[config.mk]
export PLATFORM = sky130hd
export DESIGN_NAME = adcsq_top
export DESIGN_NICKNAME = d
export VERILOG_FILES = /design/src/include/adcsq_pkg.sv /design/src/design/adcsq_top.sv
export SDC_FILE = /design/constraint.sdc
export NUM_CORES = 1
export LEC_CHECK = 0
export ABC_CLOCK_PERIOD_IN_PS = 4400
export BUFFER_PORTS_ARGS = -buffer_cell sky130_fd_sc_hd__buf_2
export CAP_MARGIN = 20
export CORE_UTILIZATION = 49
export CTS_CLUSTER_SIZE = 14
export DETAILED_ROUTE_END_ITERATION = 6
export PLACE_DENSITY = 0.76
export SLEW_MARGIN = 25
export SYNTH_ARGS = -nofsm -noshare
export SYNTH_HDL_FRONTEND = slang
export SYNTH_SLANG_ARGS = --single-unit
[constraint.sdc]
create_clock -name hclk -period 4.4 [get_ports hclk]
set_clock_uncertainty 0.05 [all_clocks]
set_input_delay 0.66 -clock hclk [delete_from_list [all_inputs] [get_ports hclk]]
set_output_delay 0.66 -clock hclk [all_outputs]
set_load 0.02 [all_outputs]
[src/include/adcsq_pkg.sv]
// Constants and types shared by the conversion sequencer.
package adcsq_pkg;

    // Register indices as printed; byte address is four times the index.
    localparam logic [7:0] IDX_PORT_A_DATA      = 8'h05;
    localparam logic [7:0] IDX_INTERRUPT_CTRL   = 8'h0b;
    localparam logic [7:0] IDX_PERIPH_IRQ_FLAGS = 8'h0c;
    localparam logic [7:0] IDX_RESULT_HIGH      = 8'h1e;
    localparam logic [7:0] IDX_CONV_CTRL_0      = 8'h1f;
    localparam logic [7:0] IDX_PORT_A_DIRECTION = 8'h85;
    localparam logic [7:0] IDX_PERIPH_IRQ_EN    = 8'h8c;
    localparam logic [7:0] IDX_RESULT_LOW       = 8'h9e;
    localparam logic [7:0] IDX_CONV_CTRL_1      = 8'h9f;

    // Reset values.
    localparam logic [7:0] RST_CONV_CTRL_0      = 8'h00;
    localparam logic [7:0] RST_CONV_CTRL_1      = 8'h00;
    localparam logic [7:0] RST_PORT_A_DIRECTION = 8'hff;
    localparam logic [7:0] RST_PERIPH_IRQ_FLAGS = 8'h00;
    localparam logic [7:0] RST_PERIPH_IRQ_EN    = 8'h00;
    localparam logic [7:0] RST_INTERRUPT_CTRL   = 8'h00;
    localparam logic [7:0] RST_PORT_A_OUT       = 8'h00;

    // Field positions in converter_control_0.
    localparam int C0_CLOCK_FIELD_LSB = 6;
    localparam int C0_CHANNEL_LSB     = 3;
    localparam int C0_GO_BIT          = 2;
    localparam int C0_ENABLE_BIT      = 0;
    // Field positions in converter_control_1.
    localparam int C1_JUSTIFY_BIT     = 7;
    localparam int C1_HALVE_BIT       = 6;
    localparam int C1_PIN_CONFIG_LSB  = 0;
    // Flag and enable position in the peripheral flag and enable registers.
    localparam int IRQ_CONV_BIT       = 6;

    // Timing.
    localparam int CLK_PERIOD_NS      = 10;
    localparam int RC_TAD_NS          = 4000;
    localparam int RC_TAD_CYCLES      = (RC_TAD_NS + CLK_PERIOD_NS - 1) / CLK_PERIOD_NS;
    localparam int TCY_OSC_PERIODS    = 4;
    localparam logic [15:0] TCY_CYCLES = 16'(TCY_OSC_PERIODS);
    localparam logic [3:0] CONV_TADS    = 4'h9;
    localparam logic [3:0] RECOVER_TADS = 4'h2;

    // Oscillator divider per {halve, clock field}.
    localparam logic [15:0] TAD_DIV_2  = 16'h0002;
    localparam logic [15:0] TAD_DIV_4  = 16'h0004;
    localparam logic [15:0] TAD_DIV_8  = 16'h0008;
    localparam logic [15:0] TAD_DIV_16 = 16'h0010;
    localparam logic [15:0] TAD_DIV_32 = 16'h0020;
    localparam logic [15:0] TAD_DIV_64 = 16'h0040;
    localparam logic [1:0]  CLOCK_FIELD_RC = 2'h3;

    // Compare mode that turns the trigger into a conversion start.
    localparam logic [3:0] COMPARE_MODE_SPECIAL = 4'hb;

    // Sequencer states, one-hot.
    typedef enum logic [4:0] {
        ST_OFF     = 5'h01,
        ST_ACQUIRE = 5'h02,
        ST_START   = 5'h04,
        ST_CONVERT = 5'h08,
        ST_RECOVER = 5'h10
    } adcsq_state_t;

endpackage

[src/design/adcsq_top.sv]
// Conversion sequencer of a 10-bit successive-approximation converter with an AHB-Lite register slave.
`timescale 1ns/10ps
////////////////////////////////////////////////////////////////////////////////
////////////////////////////////////////////////////////////////////////////////

module adcsq_top #(
    parameter int RESULT_BITS = 10
) (
    // Clock and reset.
    input  wire logic                   hclk,
    input  wire logic                   hresetn,
    // AHB-Lite slave.
    input  wire logic                   hsel,
    input  wire logic [31:0]            haddr,
    input  wire logic [1:0]             htrans,
    input  wire logic                   hwrite,
    input  wire logic [2:0]             hsize,
    input  wire logic [31:0]            hwdata,
    input  wire logic                   hready,
    output logic      [31:0]            hrdata,
    output logic                        hreadyout,
    output logic                        hresp,
    // Core status and capture/compare trigger.
    input  wire logic                   sleep_mode,
    input  wire logic [3:0]             compare_mode_field,
    input  wire logic                   special_trigger,
    output logic                        timer_clear,
    output logic                        wake_req,
    // Analog side.
    input  wire logic [RESULT_BITS-1:0] conv_value,
    output logic [2:0]                  input_channel_select,
    output logic                        sample_connect,
    output logic                        converter_powered,
    // Port A pins.
    input  wire logic [7:0]             port_a_in,
    output logic [7:0]                  port_a_out,
    output logic [7:0]                  port_a_oe
);

    ////////////////////////////////////////////////////////////////////////////
    // State.

    typedef struct packed {
        adcsq_pkg::adcsq_state_t state;
        logic [15:0] cnt;
        logic [3:0]  tads;
        logic        go;
        logic        enable;
        logic [1:0]  clock_field;
        logic [2:0]  channel;
        logic        justify;
        logic        halve;
        logic [3:0]  pin_config;
        logic        done_flag;
        logic [3:0]  other_flags;
        logic        done_irq_en;
        logic [3:0]  other_irq_en;
        logic [7:0]  intctl;
        logic [7:0]  port_out;
        logic [7:0]  direction;
        logic [7:0]  pin_s1;
        logic [7:0]  pin_s2;
        logic [7:0]  pin_s3;
        logic [7:0]  pin_val;
        logic        powered_down;
        logic        wr_pend;
        logic [7:0]  wr_idx;
        logic [31:0] rdata;
        logic        timer_clear;
        logic        wake;
    } adcsq_regs_t;

    adcsq_regs_t q;
    adcsq_regs_t d;

    // Result pair has no reset so that it survives any reset.
    logic [7:0] result_high_q;
    logic [7:0] result_low_q;
    logic [7:0] result_high_d;
    logic [7:0] result_low_d;

    ////////////////////////////////////////////////////////////////////////////
    // Helpers.

    // Oscillator periods per bit period; RC uses its own fixed count.
    function automatic logic [15:0] tad_length(input logic halve, input logic [1:0] field);
        logic [15:0] len;
        len = 16'(adcsq_pkg::RC_TAD_CYCLES);
        case ({halve, field})
            3'b000: len = adcsq_pkg::TAD_DIV_2;
            3'b100: len = adcsq_pkg::TAD_DIV_4;
            3'b001: len = adcsq_pkg::TAD_DIV_8;
            3'b101: len = adcsq_pkg::TAD_DIV_16;
            3'b010: len = adcsq_pkg::TAD_DIV_32;
            3'b110: len = adcsq_pkg::TAD_DIV_64;
            default: len = 16'(adcsq_pkg::RC_TAD_CYCLES);
        endcase
        return len;
    endfunction

    // Pins 4..0 that the pin configuration makes analog or reference inputs.
    function automatic logic [4:0] analog_mask(input logic [3:0] cfg);
        logic [4:0] m;
        m = 5'h1f;
        case (cfg)
            4'h4, 4'h5: m = 5'h0b;
            4'h6, 4'h7: m = 5'h00;
            4'hd:       m = 5'h0f;
            4'he:       m = 5'h01;
            4'hf:       m = 5'h0d;
            default:    m = 5'h1f;
        endcase
        return m;
    endfunction

    logic        is_rc;
    logic [15:0] tad_len;
    logic [15:0] start_len;
    logic [15:0] limit;
    logic        seg_end;
    logic        rd_take;
    logic        wr_take;
    logic [7:0]  rd_idx;
    logic [7:0]  wb;
    logic        sw_go_set;
    logic        sw_go_clear;
    logic        trig_start;
    logic        start_req;
    logic [15:0] packed_result;

    // Bit period and first segment; a divide-by-two period is shorter than one
    // instruction cycle, so the first segment never drops below that cycle.
    always_comb begin
        is_rc     = (q.clock_field == adcsq_pkg::CLOCK_FIELD_RC);
        tad_len   = tad_length(q.halve, q.clock_field);
        if (is_rc || tad_len < adcsq_pkg::TCY_CYCLES) begin
            start_len = adcsq_pkg::TCY_CYCLES;
        end else begin
            start_len = tad_len;
        end
        limit   = (q.state == adcsq_pkg::ST_START) ? start_len : tad_len;
        seg_end = (q.cnt == limit - 16'h0001);
    end

    // Bus decode; only the word index matters, the byte lanes above bit 7 read zero.
    always_comb begin
        rd_take  = hsel && htrans[1] && hready && !hwrite;
        wr_take  = hsel && htrans[1] && hready && hwrite;
        rd_idx   = haddr[9:2];
        wb       = hwdata[7:0];
        sw_go_set   = q.wr_pend && (q.wr_idx == adcsq_pkg::IDX_CONV_CTRL_0) && wb[adcsq_pkg::C0_GO_BIT];
        sw_go_clear = q.wr_pend && (q.wr_idx == adcsq_pkg::IDX_CONV_CTRL_0) && !wb[adcsq_pkg::C0_GO_BIT];
        trig_start  = special_trigger && (compare_mode_field == adcsq_pkg::COMPARE_MODE_SPECIAL)
                      && q.enable;
        // The enable already stored is what counts, so enabling and starting at once is not honoured.
        start_req   = (sw_go_set && q.enable) || trig_start;
        if (q.justify) begin
            packed_result = 16'({6'h00, conv_value});
        end else begin
            packed_result = 16'({conv_value, 6'h00});
        end
    end

    ////////////////////////////////////////////////////////////////////////////
    // Next state.

    always_comb begin
        d = q;
        result_high_d = result_high_q;
        result_low_d  = result_low_q;

        // Three-stage pin sampler; a change counts once stages two and three agree.
        d.pin_s1 = port_a_in;
        d.pin_s2 = q.pin_s1;
        d.pin_s3 = q.pin_s2;
        if (q.pin_s2 == q.pin_s3) begin
            d.pin_val = q.pin_s3;
        end

        // Register writes land in the data phase.
        d.wr_pend = wr_take;
        d.wr_idx  = haddr[9:2];
        if (q.wr_pend) begin
            case (q.wr_idx)
                adcsq_pkg::IDX_CONV_CTRL_0: begin
                    d.clock_field = wb[adcsq_pkg::C0_CLOCK_FIELD_LSB +: 2];
                    d.channel     = wb[adcsq_pkg::C0_CHANNEL_LSB +: 3];
                    d.enable      = wb[adcsq_pkg::C0_ENABLE_BIT];
                end
                adcsq_pkg::IDX_CONV_CTRL_1: begin
                    d.justify    = wb[adcsq_pkg::C1_JUSTIFY_BIT];
                    d.halve      = wb[adcsq_pkg::C1_HALVE_BIT];
                    d.pin_config = wb[adcsq_pkg::C1_PIN_CONFIG_LSB +: 4];
                end
                adcsq_pkg::IDX_PERIPH_IRQ_FLAGS: begin
                    d.done_flag   = wb[adcsq_pkg::IRQ_CONV_BIT];
                    d.other_flags = wb[3:0];
                end
                adcsq_pkg::IDX_PERIPH_IRQ_EN: begin
                    d.done_irq_en  = wb[adcsq_pkg::IRQ_CONV_BIT];
                    d.other_irq_en = wb[3:0];
                end
                adcsq_pkg::IDX_INTERRUPT_CTRL:   d.intctl    = wb;
                adcsq_pkg::IDX_PORT_A_DATA:      d.port_out  = wb;
                adcsq_pkg::IDX_PORT_A_DIRECTION: d.direction = wb;
                adcsq_pkg::IDX_RESULT_HIGH: begin
                    if (!q.enable) begin
                        result_high_d = wb;
                    end
                end
                adcsq_pkg::IDX_RESULT_LOW: begin
                    if (!q.enable) begin
                        result_low_d = wb;
                    end
                end
                default: ;
            endcase
        end

        // The capture/compare trigger clears the periodic timer whether or not it converts.
        d.timer_clear = special_trigger && (compare_mode_field == adcsq_pkg::COMPARE_MODE_SPECIAL);

        // Power-down latch ends when the core leaves Sleep.
        if (!sleep_mode) begin
            d.powered_down = 1'b0;
        end

        // Sequencer.
        d.cnt = seg_end ? 16'h0000 : q.cnt + 16'h0001;
        case (q.state)
            adcsq_pkg::ST_OFF: begin
                d.cnt  = 16'h0000;
                d.tads = 4'h0;
                d.go   = 1'b0;
                if (q.enable && !q.powered_down && !(q.powered_down && sleep_mode)) begin
                    d.state = adcsq_pkg::ST_ACQUIRE;
                end
            end
            adcsq_pkg::ST_ACQUIRE: begin
                d.cnt = 16'h0000;
                if (start_req) begin
                    d.go    = 1'b1;
                    d.state = adcsq_pkg::ST_START;
                end
            end
            adcsq_pkg::ST_START, adcsq_pkg::ST_CONVERT: begin
                if (sleep_mode && !is_rc) begin
                    // A clocked conversion cannot survive the core's clock stopping.
                    d.go           = 1'b0;
                    d.powered_down = 1'b1;
                    d.state        = adcsq_pkg::ST_OFF;
                end else if (sw_go_clear) begin
                    d.go    = 1'b0;
                    d.cnt   = 16'h0000;
                    d.tads  = 4'h0;
                    d.state = adcsq_pkg::ST_RECOVER;
                end else if (seg_end && q.state == adcsq_pkg::ST_START) begin
                    d.tads  = 4'h0;
                    d.state = adcsq_pkg::ST_CONVERT;
                end else if (seg_end) begin
                    d.tads = q.tads + 4'h1;
                    if (q.tads == adcsq_pkg::CONV_TADS - 4'h1) begin
                        // Completion: load result, clear go, raise the flag.
                        result_high_d = packed_result[15:8];
                        result_low_d  = packed_result[7:0];
                        d.go          = 1'b0;
                        d.tads        = 4'h0;
                        if (sleep_mode && !q.done_irq_en) begin
                            d.powered_down = 1'b1;
                            d.state        = adcsq_pkg::ST_OFF;
                        end else begin
                            d.state = adcsq_pkg::ST_RECOVER;
                        end
                    end
                end
            end
            adcsq_pkg::ST_RECOVER: begin
                if (seg_end) begin
                    d.tads = q.tads + 4'h1;
                    if (q.tads == adcsq_pkg::RECOVER_TADS - 4'h1) begin
                        d.tads  = 4'h0;
                        d.state = adcsq_pkg::ST_ACQUIRE;
                    end
                end
            end
            default: begin
                d.state = adcsq_pkg::ST_OFF;
            end
        endcase

        // Completion flag: the hardware set wins over a clear in the same cycle.
        if (q.state == adcsq_pkg::ST_CONVERT && seg_end && !sw_go_clear
            && !(sleep_mode && !is_rc) && q.tads == adcsq_pkg::CONV_TADS - 4'h1) begin
            d.done_flag = 1'b1;
        end

        // Switching the converter off aborts and idles the sequencer at once.
        if (!d.enable) begin
            d.state = adcsq_pkg::ST_OFF;
            d.go    = 1'b0;
        end

        d.wake = sleep_mode && d.done_flag && d.done_irq_en;

        // Read data is captured in the address phase and stands in the data phase.
        d.rdata = 32'h0000_0000;
        if (rd_take) begin
            case (rd_idx)
                adcsq_pkg::IDX_CONV_CTRL_0:
                    d.rdata[7:0] = {q.clock_field, q.channel, q.go, 1'b0, q.enable};
                adcsq_pkg::IDX_CONV_CTRL_1:
                    d.rdata[7:0] = {q.justify, q.halve, 2'b00, q.pin_config};
                adcsq_pkg::IDX_PERIPH_IRQ_FLAGS:
                    d.rdata[7:0] = {1'b0, q.done_flag, 2'b00, q.other_flags};
                adcsq_pkg::IDX_PERIPH_IRQ_EN:
                    d.rdata[7:0] = {1'b0, q.done_irq_en, 2'b00, q.other_irq_en};
                adcsq_pkg::IDX_INTERRUPT_CTRL:   d.rdata[7:0] = q.intctl;
                adcsq_pkg::IDX_PORT_A_DIRECTION: d.rdata[7:0] = q.direction;
                adcsq_pkg::IDX_RESULT_HIGH:      d.rdata[7:0] = result_high_q;
                adcsq_pkg::IDX_RESULT_LOW:       d.rdata[7:0] = result_low_q;
                adcsq_pkg::IDX_PORT_A_DATA:
                    d.rdata[7:0] = q.pin_val & ~{3'b000, analog_mask(q.pin_config)};
                default: d.rdata = 32'h0000_0000;
            endcase
        end
    end

    ////////////////////////////////////////////////////////////////////////////
    // Registers.

    // Reset restores every control bit and, through the zero pin config, makes pins 4..0 analog inputs.
    always_ff @(posedge hclk or negedge hresetn) begin
        if (!hresetn) begin
            q              <= '0;
            q.state        <= adcsq_pkg::ST_OFF;
            q.clock_field  <= adcsq_pkg::RST_CONV_CTRL_0[7:6];
            q.channel      <= adcsq_pkg::RST_CONV_CTRL_0[5:3];
            q.go           <= adcsq_pkg::RST_CONV_CTRL_0[2];
            q.enable       <= adcsq_pkg::RST_CONV_CTRL_0[0];
            q.justify      <= adcsq_pkg::RST_CONV_CTRL_1[7];
            q.halve        <= adcsq_pkg::RST_CONV_CTRL_1[6];
            q.pin_config   <= adcsq_pkg::RST_CONV_CTRL_1[3:0];
            q.done_flag    <= adcsq_pkg::RST_PERIPH_IRQ_FLAGS[6];
            q.other_flags  <= adcsq_pkg::RST_PERIPH_IRQ_FLAGS[3:0];
            q.done_irq_en  <= adcsq_pkg::RST_PERIPH_IRQ_EN[6];
            q.other_irq_en <= adcsq_pkg::RST_PERIPH_IRQ_EN[3:0];
            q.intctl       <= adcsq_pkg::RST_INTERRUPT_CTRL;
            q.port_out     <= adcsq_pkg::RST_PORT_A_OUT;
            q.direction    <= adcsq_pkg::RST_PORT_A_DIRECTION;
        end else begin
            q <= d;
        end
    end

    // Result pair keeps its contents across every reset.
    always_ff @(posedge hclk) begin
        result_high_q <= result_high_d;
        result_low_q  <= result_low_d;
    end

    // Ready and response are constant flops: the slave never waits or errors.
    always_ff @(posedge hclk or negedge hresetn) begin
        if (!hresetn) begin
            hreadyout <= 1'b1;
            hresp     <= 1'b0;
        end else begin
            hreadyout <= 1'b1;
            hresp     <= 1'b0;
        end
    end

    ////////////////////////////////////////////////////////////////////////////
    // Outputs.

    always_comb begin
        hrdata               = q.rdata;
        timer_clear          = q.timer_clear;
        wake_req             = q.wake;
        input_channel_select = q.channel;
        sample_connect       = (q.state == adcsq_pkg::ST_ACQUIRE);
        converter_powered    = (q.state != adcsq_pkg::ST_OFF);
        port_a_out           = q.port_out;
        port_a_oe            = ~q.direction;
    end

endmodule

==> results.md, run 1 <==
* I/O pins at 155
* Die Y at 122 um
* Status: complete, no violations
* Total grt overflow at 0
* Vias in the first global route at 5,056
* Asr flop ratio synth at 88.6%
* Max rail drop VDD at 250 uV
* Wire per inst at 16.7 um
* MaxCap Viol Count at 0
* Period Utilization, post-route at 96.4%
* Post-synth EDFFs at 0
* Required @ worst endpoint at 4.65 ns
* Post-synthesis simple-gate area fraction at 16.5%
* CP cell instances: nor3_4, and2_1, buf_4, nor2_1, nand2_1, ha_1, and3b_1, a32oi_2, inv_1, ha_1, xor2_1, nand3_1, or4_4, a211oi_4, a211oi_2, a311o_1, a221o_1
* CTS max path bufs at 2
* Clock latency on the worst-skew pair at ~0.42 ns
* Port Buffers at 76
* Adder-Cell Fraction of Synth Area at 1.07%
* FF-to-FF setup slack at 0.16 ns
* GRT Util Overall at a little over a fifth
* Die X at 122 um
* Worst setup EP type: register
* WS Path Type: reg -> reg
* Placer Congestion at 0.847
* Seq/Total Area, Yosys at 49.0%
* Commonest non-fill, non-tap cell in the layout: dfrtp_1
* HP Class: in -> async
* Cell Area, Synth at 7020 um^2
* DRC violations left at 0
* Initial Util at between 50% and 60%
* Main combinational cell family by area after synthesis: simple AND/OR/NAND/NOR gates
* Slew HR at 40.9%
* DR vias/cell at between 5 and 6
* WP data arrival at 4.49 ns
* Yosys top cell area share at about 41%
* Lkg Pwr at about 3.7 nW
* DRT Wirelength at between 15,000 and 20,000 um
* Fin Hold WS at 0.200 ns
* Yosys cell types at 72
* Post-synth top area cell: dfrtp_1
* ANT nets after route at 0
* First-pass GRT wire length at 24,700 um
* Share of cells above drive strength 1 at 30.1%
* Core Area at approximately 14,000 um^2
* Reg2Reg Depth at 17
* Most frequent CP cell: ha_1
* CP peak stage delay at about 0.57 ns
* Root buf cell: clkbuf_16
* Row cnt at 43
* Clock-pin slew on the worst setup and hold paths at 0.06 ns
* Worst Tran Pin Value at 0.879 ns
* CTS Buf Count at 17
* Fin crit period at 4.24 ns
* 1st-pass router iterations at 5
* Syn_area_per_cell at between 10 and 15 um^2
* Die area at 14,800 um^2
* Sink Count at 140
* Layout Nets at about 840
* Worst flop-to-flop path endpoint: q[125]$_DFFE_PN0P_
* DP Cell Count at between 800 and 900
* Xor/xnor share of the synthesized area at around 3.9%
* Power Total at around 3.6 mW
* Layout area overhead at 15.4%
* Commonest non-fill, non-tap cells in the layout: dfrtp_1, buf_2, mux2_2
* Final hold vios at 0
* Primary FF master, synth: dfrtp_1
* Slowest stage cell on the critical path: dfstp_2
* Largest net degree at the start of global routing at 77
* R2r startpoint: q[143]$_DFFE_PN1P_
* Compound-Gate Fraction of Synth Area at 8.40%
* DR vias at between 5,000 and 6,000
* Setup WS post-layout at 0.157 ns
* Iter 0 DRT Violations at just over 300
* CTS tree: yes
* Synth area leaders: dfrtp_1, mux2_2, buf_4, dfxtp_1, dfstp_2
* Fmax at 0.236 GHz
* Layout Cells excl Fill at 927
* Fin. max-slew vios at 0
* Htree depth at 4
* Ys Warns at 0
* Startpoint types: register
* Final setup viols at 0
* Setup WS pre-CTS at 0.0274 ns
* #FFs+latches synth at 140
* Core Util, Final at 58.1%
* Initial antenna violation count at 3
* CP max FO at 4
* Power Dens Cells at around 450 nW/um^2
* HPWL after DPL at about 11,000 um
* Cells after synthesis at 657
* Multiplexer share of the synthesized area at between 10 and 15%
==> worst max-delay path: cells and delay by family (launching register included) <==
kind	cells	cell delay, ns
AO/OA/AOI/OAI	5	1.40
XOR/XNOR	1	0.14
adder cells (fa/ha/maj)	2	0.50
buffers and inverters	2	0.23
flip-flops	1	0.57
AND/OR/NAND/NOR	7	1.24
==> logic make-up (layout without fill, tap and decap cells) <==
logic type,after synthesis,after routing
other cells,2,28
fa+ha+maj,6,6
xor+xnor,31,31
compound gates,87,87
buf+inv,82,146
flops,140,140
simple gates,224,224
mux,85,85
==> per-stage QoR <==
stage          TNS [ns]  area, um^2
4_1_cts               0        8030
5_1_grt         -0.0947        8090
2_1_floorplan         0        7110
6_report              0        8090
3_3_place_gp          0        7430
3_5_place_dp          0        7430
==> per-layer routing <==
metal	GRT usage (%)	vias to the layer above	part of all wire (%)
li1	-	2402	-
met1	25.1	2506	41
met2	37.6	163	51
met3	5.71	53	5.2
met4	11.0	2	3.3
met5	0	-	0.11
==> worst max path at each step <==
stage	end	cells past startpoint	startpoint
after CTS	q[143]$_DFFE_PN1P_	18	q[143]$_DFFE_PN1P_
after global routing	q[125]$_DFFE_PN0P_	17	q[143]$_DFFE_PN1P_
final	q[125]$_DFFE_PN0P_	17	q[143]$_DFFE_PN1P_
after detailed placement	q[143]$_DFFE_PN1P_	18	q[143]$_DFFE_PN1P_
after floorplan	q[125]$_DFFE_PN0P_	17	q[144]$_DFFE_PN0P_
after global placement	q[125]$_DFFE_PN0P_	19	q[143]$_DFFE_PN1P_
==> area by class of cell <==
cell class	count	area, um^2
tap	180	225
fill	1125	5840
sequential	140	3430
timing repair buffer	98	556
clock buffer	23	488
antenna	2	5.00
clock inverter	9	110
inverter	16	60.1
multi-input combinational	459	3220
==> repair_timing <==
action	4_1_cts	5_1_grt
buffers inserted	0	3
gates resized for setup	1	6
setup endpoints to repair	1	15
pin swaps	0	4
hold buffers	0	0
==> synthesized netlist by cell type, types with 14 or more instances <==
| library cell | number |
|---|---|
| dfrtp_1 | 115 |
| mux2_2 | 63 |
| nand2_1 | 59 |
| buf_4 | 45 |
| nor2_1 | 44 |
| nand3_1 | 27 |
| o21ai_0 | 26 |
| clkbuf_1 | 18 |
| xnor2_1 | 18 |
| a21oi_1 | 17 |
| dfxtp_1 | 16 |
| inv_1 | 16 |
| mux2i_1 | 16 |
| nand2b_1 | 14 |
==> where the power goes <==
group	total, mW	leakage (nW)	internal [mW]	switching (mW)
combinational	0.734	1.75	0.313	0.420
sequential	1.46	1.71	1.38	0.0790
clock	1.42	0.286	0.895	0.526
total	3.61	3.74	2.59	1.03
==> sequential cells by signal, indices dropped and copies added (netlist names) <==
name / count
d: 16
input_channel_select: 3
q: 87
port_a_out: 8
result_low_q: 8
result_high_q: 8
wake_req: 1
hrdata: 8
timer_clear: 1
Note: power is estimated with default switching activity, not from simulation.
==> run 2: changes to the inputs <==
--- a/config.mk
+++ b/config.mk
@@ -12,6 +12,7 @@
 export CTS_CLUSTER_SIZE = 14
 export DETAILED_ROUTE_END_ITERATION = 6
 export PLACE_DENSITY = 0.76
+export REMOVE_ABC_BUFFERS = 1
 export SLEW_MARGIN = 25
 export SYNTH_ARGS = -nofsm -noshare
 export SYNTH_HDL_FRONTEND = slang
==> run 2 against run 1 <==
Global-route usage up 1.9 points; power up 1.9%; sequential share of layout area down 0.25 points; combinational power up 3.1%; utilization up 0.35 points; sequential power about the same; setup slack better by 0.065 ns; clock power up 3%; final area up 0.60%; critical path type unchanged; largest cell class unchanged; largest power group unchanged.
==> results.md, run 2 (synthesis gave the netlist of run 1 again) <==
* Commonest non-fill, non-tap cell in the layout: dfrtp_1 (unchanged)
* ANT nets after route at 0 (unchanged)
* WS Path Type: reg -> reg (unchanged)
* R2r startpoint: q[143]$_DFFE_PN1P_ (unchanged)
* CTS tree: yes (unchanged)
* FF-to-FF setup slack at 0.22 ns (was 0.16 ns)
* Row cnt at 43 (unchanged)
* Status: complete, no violations (unchanged)
* Clock-pin slew on the worst setup and hold paths at 0.06 ns (about the same)
* Worst Tran Pin Value at 0.903 ns (was 0.879 ns)
* Commonest non-fill, non-tap cells in the layout: dfrtp_1, buf_2, mux2_2 (unchanged)
* Final setup viols at 0 (unchanged)
* Power Dens Cells at 452 nW/um^2 (was 446 nW/um^2)
* Share of cells above drive strength 1 at 31.0% (was 30.1%)
* Buf/Inv on CP at 2 (unchanged)
* Layout Nets at 839 (was 836)
* 1st-pass router iterations at 5 (unchanged)
* DR vias/cell at 5.60 (was 5.53)
* HP Class: in -> async (unchanged)
* Largest net degree at the start of global routing at 44 (was 77)
* Worst setup EP type: register (unchanged)
* First-pass GRT wire length at 26,600 um (was 24,700 um)
* CTS max path bufs at 2 (unchanged)
* Placer Congestion at 0.938 (was 0.847)
* Htree depth at 4 (unchanged)
* Core Util, Final at 58.4% (was 58.1%)
* Setup WS post-layout at 0.222 ns (was 0.157 ns)
* MaxCap Viol Count at 0 (unchanged)
* Worst flop-to-flop path endpoint: q[126]$_DFFE_PN0P_ (was q[125]$_DFFE_PN0P_)
* Setup WS pre-CTS at -0.0625 ns (was 0.0274 ns)
* Area post-placement at 7470 um^2 (was 7430 um^2)
* Die X at 122 um (unchanged)
* Slew HR at 39.3% (was 40.9%)
* Diodes inserted at 0 (was 2)
* Core Area at 13,900 um^2 (unchanged)
* Initial Util at 50.3% (unchanged)
* Max rail drop VDD at 284 uV (was 250 uV)
* CP peak stage delay at 0.58 ns (was 0.57 ns)
* CTS hold repair buffers at 0 (unchanged)
* HPWL after DPL at 11,800 um (was 11,000 um)
* Sink Count at 140 (unchanged)
* Vias in the first global route at 5,235 (was 5,056)
* Die area at 14,800 um^2 (unchanged)
* Max reg flops at 87 (unchanged)
* Wire per inst at 17.8 um (was 16.7 um)
* Lkg Pwr at 3.76 nW (was 3.74 nW)
* Required @ worst endpoint at 4.65 ns (about the same)
* Clock latency on the worst-skew pair at 0.42 ns (about the same)
* Critical path's top delay family: compound AO/OA/AOI/OAI gates (unchanged)
* Root buf cell: clkbuf_16 (unchanged)
* Startpoint types: register (unchanged)
* DRT Wirelength at 16,500 um (was 15,500 um)
* Iter 0 DRT Violations at 438 (was 302)
* Post-route cell area at 8140 um^2 (was 8090 um^2)
* Final hold vios at 0 (unchanged)
* Layout area overhead at 16.1% (was 15.4%)
* DR vias at 5,199 (was 5,126)
* WP data arrival at 4.43 ns (was 4.49 ns)
* I/O pins at 155 (unchanged)
* DRC violations left at 0 (unchanged)
* Slowest stage cell on the critical path: dfstp_2 (unchanged)
* Worst setup startpoint: q[143]$_DFFE_PN1P_ (unchanged)
* CTS Buf Count at 17 (unchanged)
* GRT Util Overall at 23.7% (was 21.9%)
* Die Y at 122 um (unchanged)
* Fin. max-slew vios at 0 (unchanged)
* Fmax at 0.239 GHz (was 0.236 GHz)
* CP max FO at 4 (unchanged)
* Total grt overflow at 0 (unchanged)
* Fin Hold WS at 0.167 ns (was 0.200 ns)
* Most flops, register: q (unchanged)
* Reg2Reg Depth at 17 (unchanged)
* Period Utilization, post-route at 95.0% (was 96.4%)
* Initial antenna violation count at 0 (was 3)
* Port Buffers at 76 (unchanged)
* Fin crit period at 4.18 ns (was 4.24 ns)
* CP cell instances: nor3_4, and2_4, buf_4, nor2_2, nand2_1, ha_2, and3b_2, a32oi_2, inv_2, ha_4, xor2_1, nand3_1, or4_4, a211oi_4, a211oi_2, a311o_1, a221o_1 (was nor3_4, and2_1, buf_4, nor2_1, nand2_1, ha_1, and3b_1, a32oi_2, inv_1, ha_1, xor2_1, nand3_1, or4_4, a211oi_4, a211oi_2, a311o_1, a221o_1)
-- run 2: cell count changes in the layout (fill, tap and decap cells not counted), moves of 2 or more --
| cell | before | now |
|---|---|---|
| buf_4 | 21 | 25 |
| clkbuf_8 | 4 | 1 |
| buf_6 | 2 | 0 |
| diode_2 | 2 | 0 |
| ha_1 | 6 | 4 |
| inv_6 | 1 | 3 |
-- run 2: worst register-to-register path: stages (launching register included) --
cell      delay, ns
dfstp_2        0.58
nor3_4         0.06
and2_4         0.18
buf_4          0.14
nor2_2         0.06
nand2_1        0.06
ha_2           0.20
and3b_2        0.21
a32oi_2        0.21
inv_2          0.07
ha_4           0.27
xor2_1         0.14
nand3_1        0.11
or4_4          0.58
a211oi_4       0.29
a211oi_2       0.12
a311o_1        0.39
a221o_1        0.34
-- run 2: layout make-up --
cell class / count / area, um^2
clock buffers: 20 / 447
clock inverters: 12 / 161
fillers: 1107 / 5790
inverters: 16 / 60.1
multi-input cells: 459 / 3230
flip-flops and latches: 140 / 3430
well taps: 180 / 225
repair buffers: 101 / 583
-- run 2: worst max-delay path by stage --
stage	to	depth (start not counted)
2_1_floorplan	result_high_q[0]$_DFF_P_	16
3_3_place_gp	q[126]$_DFFE_PN0P_	17
3_5_place_dp	q[126]$_DFFE_PN0P_	19
4_1_cts	q[126]$_DFFE_PN0P_	17
5_1_grt	q[126]$_DFFE_PN0P_	17
6_report	q[126]$_DFFE_PN0P_	17
-- run 2: repair_timing --
item / CTS / global route
gates cloned: 0 / 0
pin swaps: 0 / 9
setup buffers: 0 / 3
resized for setup: 3 / 8
endpoints found under the setup margin: 6 / 28
-- run 2: layer usage --
metal,track usage [%],up-vias,share of wire [%]
li1,-,2404,-
met3,6.04,21,6.3
met4,9.65,0,2.0
met2,39.0,181,49
met5,0,-,0
met1,29.8,2593,43
-- run 2: power breakdown --
group	switching, mW	internal, mW	leakage (nW)
sequential	0.0804	1.38	1.71
combinational	0.435	0.322	1.77
clock	0.552	0.912	0.288
total	1.07	2.61	3.76
-- run 2: through the flow --
stage / total power, mW / TNS (ns) / instances
6_report: 3.68 / 0 / 928
2_1_floorplan: 1.90 / -0.705 / 615
3_3_place_gp: 2.15 / 0 / 893
5_1_grt: 3.85 / -0.0791 / 928
3_5_place_dp: 2.18 / -0.117 / 893
4_1_cts: 3.66 / 0 / 925
==> run 3: changes to the inputs <==
==> constraint.sdc (replaced) <==
create_clock -name hclk -period 4.4 [get_ports hclk]
set_clock_uncertainty 0.05 [all_clocks]
set_input_delay 0.44 -clock hclk [delete_from_list [all_inputs] [get_ports hclk]]
set_output_delay 0.44 -clock hclk [all_outputs]
set_load 0.02 [all_outputs]
==> run 3 against run 2 <==
Setup slack worse by 0.079 ns; utilization is 0.53 points lower; power decreased by 3.2%; largest power group unchanged; hold slack got worse by 0.15 ns; routed wire length fell by 2.4%; combinational power down 3.3%; maximum frequency fell by 1.9%; flip-flop and latch count unchanged.
==> results.md, run 3 (synthesis gave the netlist of run 1 again) <==
* WS Path Type: reg -> reg (unchanged)
* Wire per inst at 17.4 um (was 17.8 um)
* MaxCap Viol Count at 0 (unchanged)
* Largest net degree at the start of global routing at 56 (was 44)
* Clock latency on the worst-skew pair at 0.42 ns (about the same)
* ANT nets after route at 0 (unchanged)
* Core Util, Final at 57.9% (was 58.4%)
* HPWL after DPL at 11,900 um (was 11,800 um)
* CTS max path bufs at 2 (unchanged)
* Commonest non-fill, non-tap cells in the layout: dfrtp_1, buf_2, mux2_2 (unchanged)
* 1st-pass router iterations at 6 (was 5)
* Vias in the first global route at 5,216 (was 5,235)
* Slew HR at 39.5% (was 39.3%)
* CP peak stage delay at 0.57 ns (was 0.58 ns)
* CTS Buf Count at 17 (unchanged)
* DRC violations left at 0 (unchanged)
* Die area at 14,800 um^2 (unchanged)
* Die X at 122 um (unchanged)
* GRT Util Overall at 23.4% (was 23.7%)
* Share of cells above drive strength 1 at 29.9% (was 31.0%)
* Setup TNS at 0 ns (unchanged)
* DRT Wirelength at 16,100 um (was 16,500 um)
* Htree depth at 4 (unchanged)
* Root buf cell: clkbuf_16 (unchanged)
* Final hold vios at 0 (unchanged)
* DR vias at 5,160 (was 5,199)
* Fill cells at 1,174 (was 1,107)
* R2r startpoint: q[143]$_DFFE_PN1P_ (unchanged)
* Clock-pin slew on the worst setup and hold paths at 0.06 ns (about the same)
* Fmax at 0.235 GHz (was 0.239 GHz)
* Status: complete, no violations (unchanged)
* Placer Congestion at 0.896 (was 0.938)
* Worst setup EP type: register (unchanged)
* CP cell instances: nor3_4, and2_2, nor2_1, nand2_1, ha_1, and3b_1, a32oi_2, inv_1, ha_1, xor2_1, nand3_1, or4_4, a211oi_4, a211oi_2, a311o_1, a221o_1 (was nor3_4, and2_4, buf_4, nor2_2, nand2_1, ha_2, and3b_2, a32oi_2, inv_2, ha_4, xor2_1, nand3_1, or4_4, a211oi_4, a211oi_2, a311o_1, a221o_1)
* First-pass GRT wire length at 26,200 um (was 26,600 um)
* Lkg Pwr at 3.73 nW (was 3.76 nW)
* FF-to-FF setup slack at 0.14 ns (was 0.22 ns)
* Iter 0 DRT Violations at 471 (was 438)
* Most flops, register: q (unchanged)
* HP Class: in -> async (unchanged)
* Worst setup startpoint: q[143]$_DFFE_PN1P_ (unchanged)
* Sink Count at 140 (unchanged)
* Power Dens Cells at 441 nW/um^2 (was 452 nW/um^2)
* WP data arrival at 4.50 ns (was 4.43 ns)
* CTS tree: yes (unchanged)
* Row cnt at 43 (unchanged)
* Total grt overflow at 0 (unchanged)
* Power Total at 3.56 mW (was 3.68 mW)
* Commonest non-fill, non-tap cell in the layout: dfrtp_1 (unchanged)
* Fin crit period at 4.26 ns (was 4.18 ns)
* Core Area at 13,900 um^2 (unchanged)
* CTS hold repair buffers at 0 (unchanged)
* Most frequent CP cell: ha_1
* Max reg flops at 87 (unchanged)
* Worst flop-to-flop path endpoint: q[126]$_DFFE_PN0P_ (unchanged)
* Layout area overhead at 15.0% (was 16.1%)
* Initial Util at 50.3% (unchanged)
* Layout Nets at 834 (was 839)
* Worst Tran Pin Value at 0.901 ns (was 0.903 ns)
* Port Buffers at 76 (unchanged)
* Slowest stage cell on the critical path: dfstp_2 (unchanged)
* Period Utilization, post-route at 96.8% (was 95.0%)
* DR vias/cell at 5.59 (was 5.60)
* Reg2Reg Depth at 16 (was 17)
* Final setup viols at 0 (unchanged)
* I/O pins at 155 (unchanged)
* Max rail drop VDD at 294 uV (was 284 uV)
* Fin. max-slew vios at 0 (unchanged)
* Initial antenna violation count at 0 (unchanged)
* Die Y at 122 um (unchanged)
* Required @ worst endpoint at 4.64 ns (was 4.65 ns)
* CP max FO at 5 (was 4)
* Diodes inserted at 0 (unchanged)
* Startpoint types: register (unchanged)
[run 3: changes by cell type in the layout (fill, tap and decap cells not counted), moves of 2 or more]
cell | previous run | this run
clkinv_2 | 1 | 4
inv_6 | 3 | 1
buf_4 | 25 | 19
ha_1 | 4 | 6
[run 3: worst max-delay path: cells and delay by family, from the launching register on]
family / cells / cell delay, ns
AO/OA/AOI/OAI: 5 / 1.46
AND/OR/NAND/NOR: 7 / 1.32
flip-flops: 1 / 0.57
adder cells (fa/ha/maj): 2 / 0.51
XOR/XNOR: 1 / 0.15
buffers and inverters: 1 / 0.08
[run 3: layout make-up]
type	instances	area, um^2	share of cell area [%]
Timing Repair Buffer	96	558	6.92
Inverter	16	60.1	0.744
Tap cell	180	225	2.79
Clock buffer	21	450	5.58
Multi-Input combinational cell	459	3220	39.9
Sequential cell	140	3430	42.6
Clock inverter	11	121	1.50
[run 3: worst max-delay path by stage]
stage | depth (start not counted) | slack, ns | endpoint
CTS | 17 | 0.02 | q[143]$_DFFE_PN1P_
finish | 16 | 0.14 | q[126]$_DFFE_PN0P_
detailed placement | 17 | 0.05 | q[143]$_DFFE_PN1P_
global route | 16 | -0.03 | q[126]$_DFFE_PN0P_
global placement | 16 | 0.21 | q[126]$_DFFE_PN0P_
floorplan | 16 | -0.18 | result_high_q[0]$_DFF_P_
[run 3: power breakdown]
| part | total, mW | leakage, nW | internal [mW] | switching (mW) |
|---|---|---|---|---|
| Sequential | 1.46 | 1.71 | 1.38 | 0.0820 |
| Clock | 1.37 | 0.277 | 0.847 | 0.522 |
| Combinational | 0.732 | 1.75 | 0.301 | 0.431 |
[run 3: timing repair]
item                                   4_1_cts  5_1_grt
endpoints found under the hold margin        0        0
buffers inserted                             0        2
setup endpoints to repair                    0       14
gates resized for setup                      0        7
[run 3: per-layer routing]
metal / share of wire [%] / track usage [%] / wire [um] / up-vias
met5: 0 / 0 / 0 / -
met4: 3.2 / 11.2 / 514 / 0
met3: 6.2 / 5.29 / 999 / 39
met2: 48 / 38.5 / 7730 / 202
met1: 43 / 29.2 / 6850 / 2531
li1: - / - / - / 2388
[run 3: stage by stage]
| stage | instances | setup WS, ns | hold WS [ns] | area (um^2) |
|---|---|---|---|---|
| global route | 923 | -0.0315 | 0.0611 | 8070 |
| global placement | 889 | 0.207 | 0.283 | 7450 |
| CTS | 921 | 0.0199 | 0.0243 | 8020 |
| detailed placement | 889 | 0.0471 | 0.286 | 7450 |
| finish | 923 | 0.143 | 0.0125 | 8070 |
| floorplan | 615 | -0.176 | 0.0944 | 6680 |
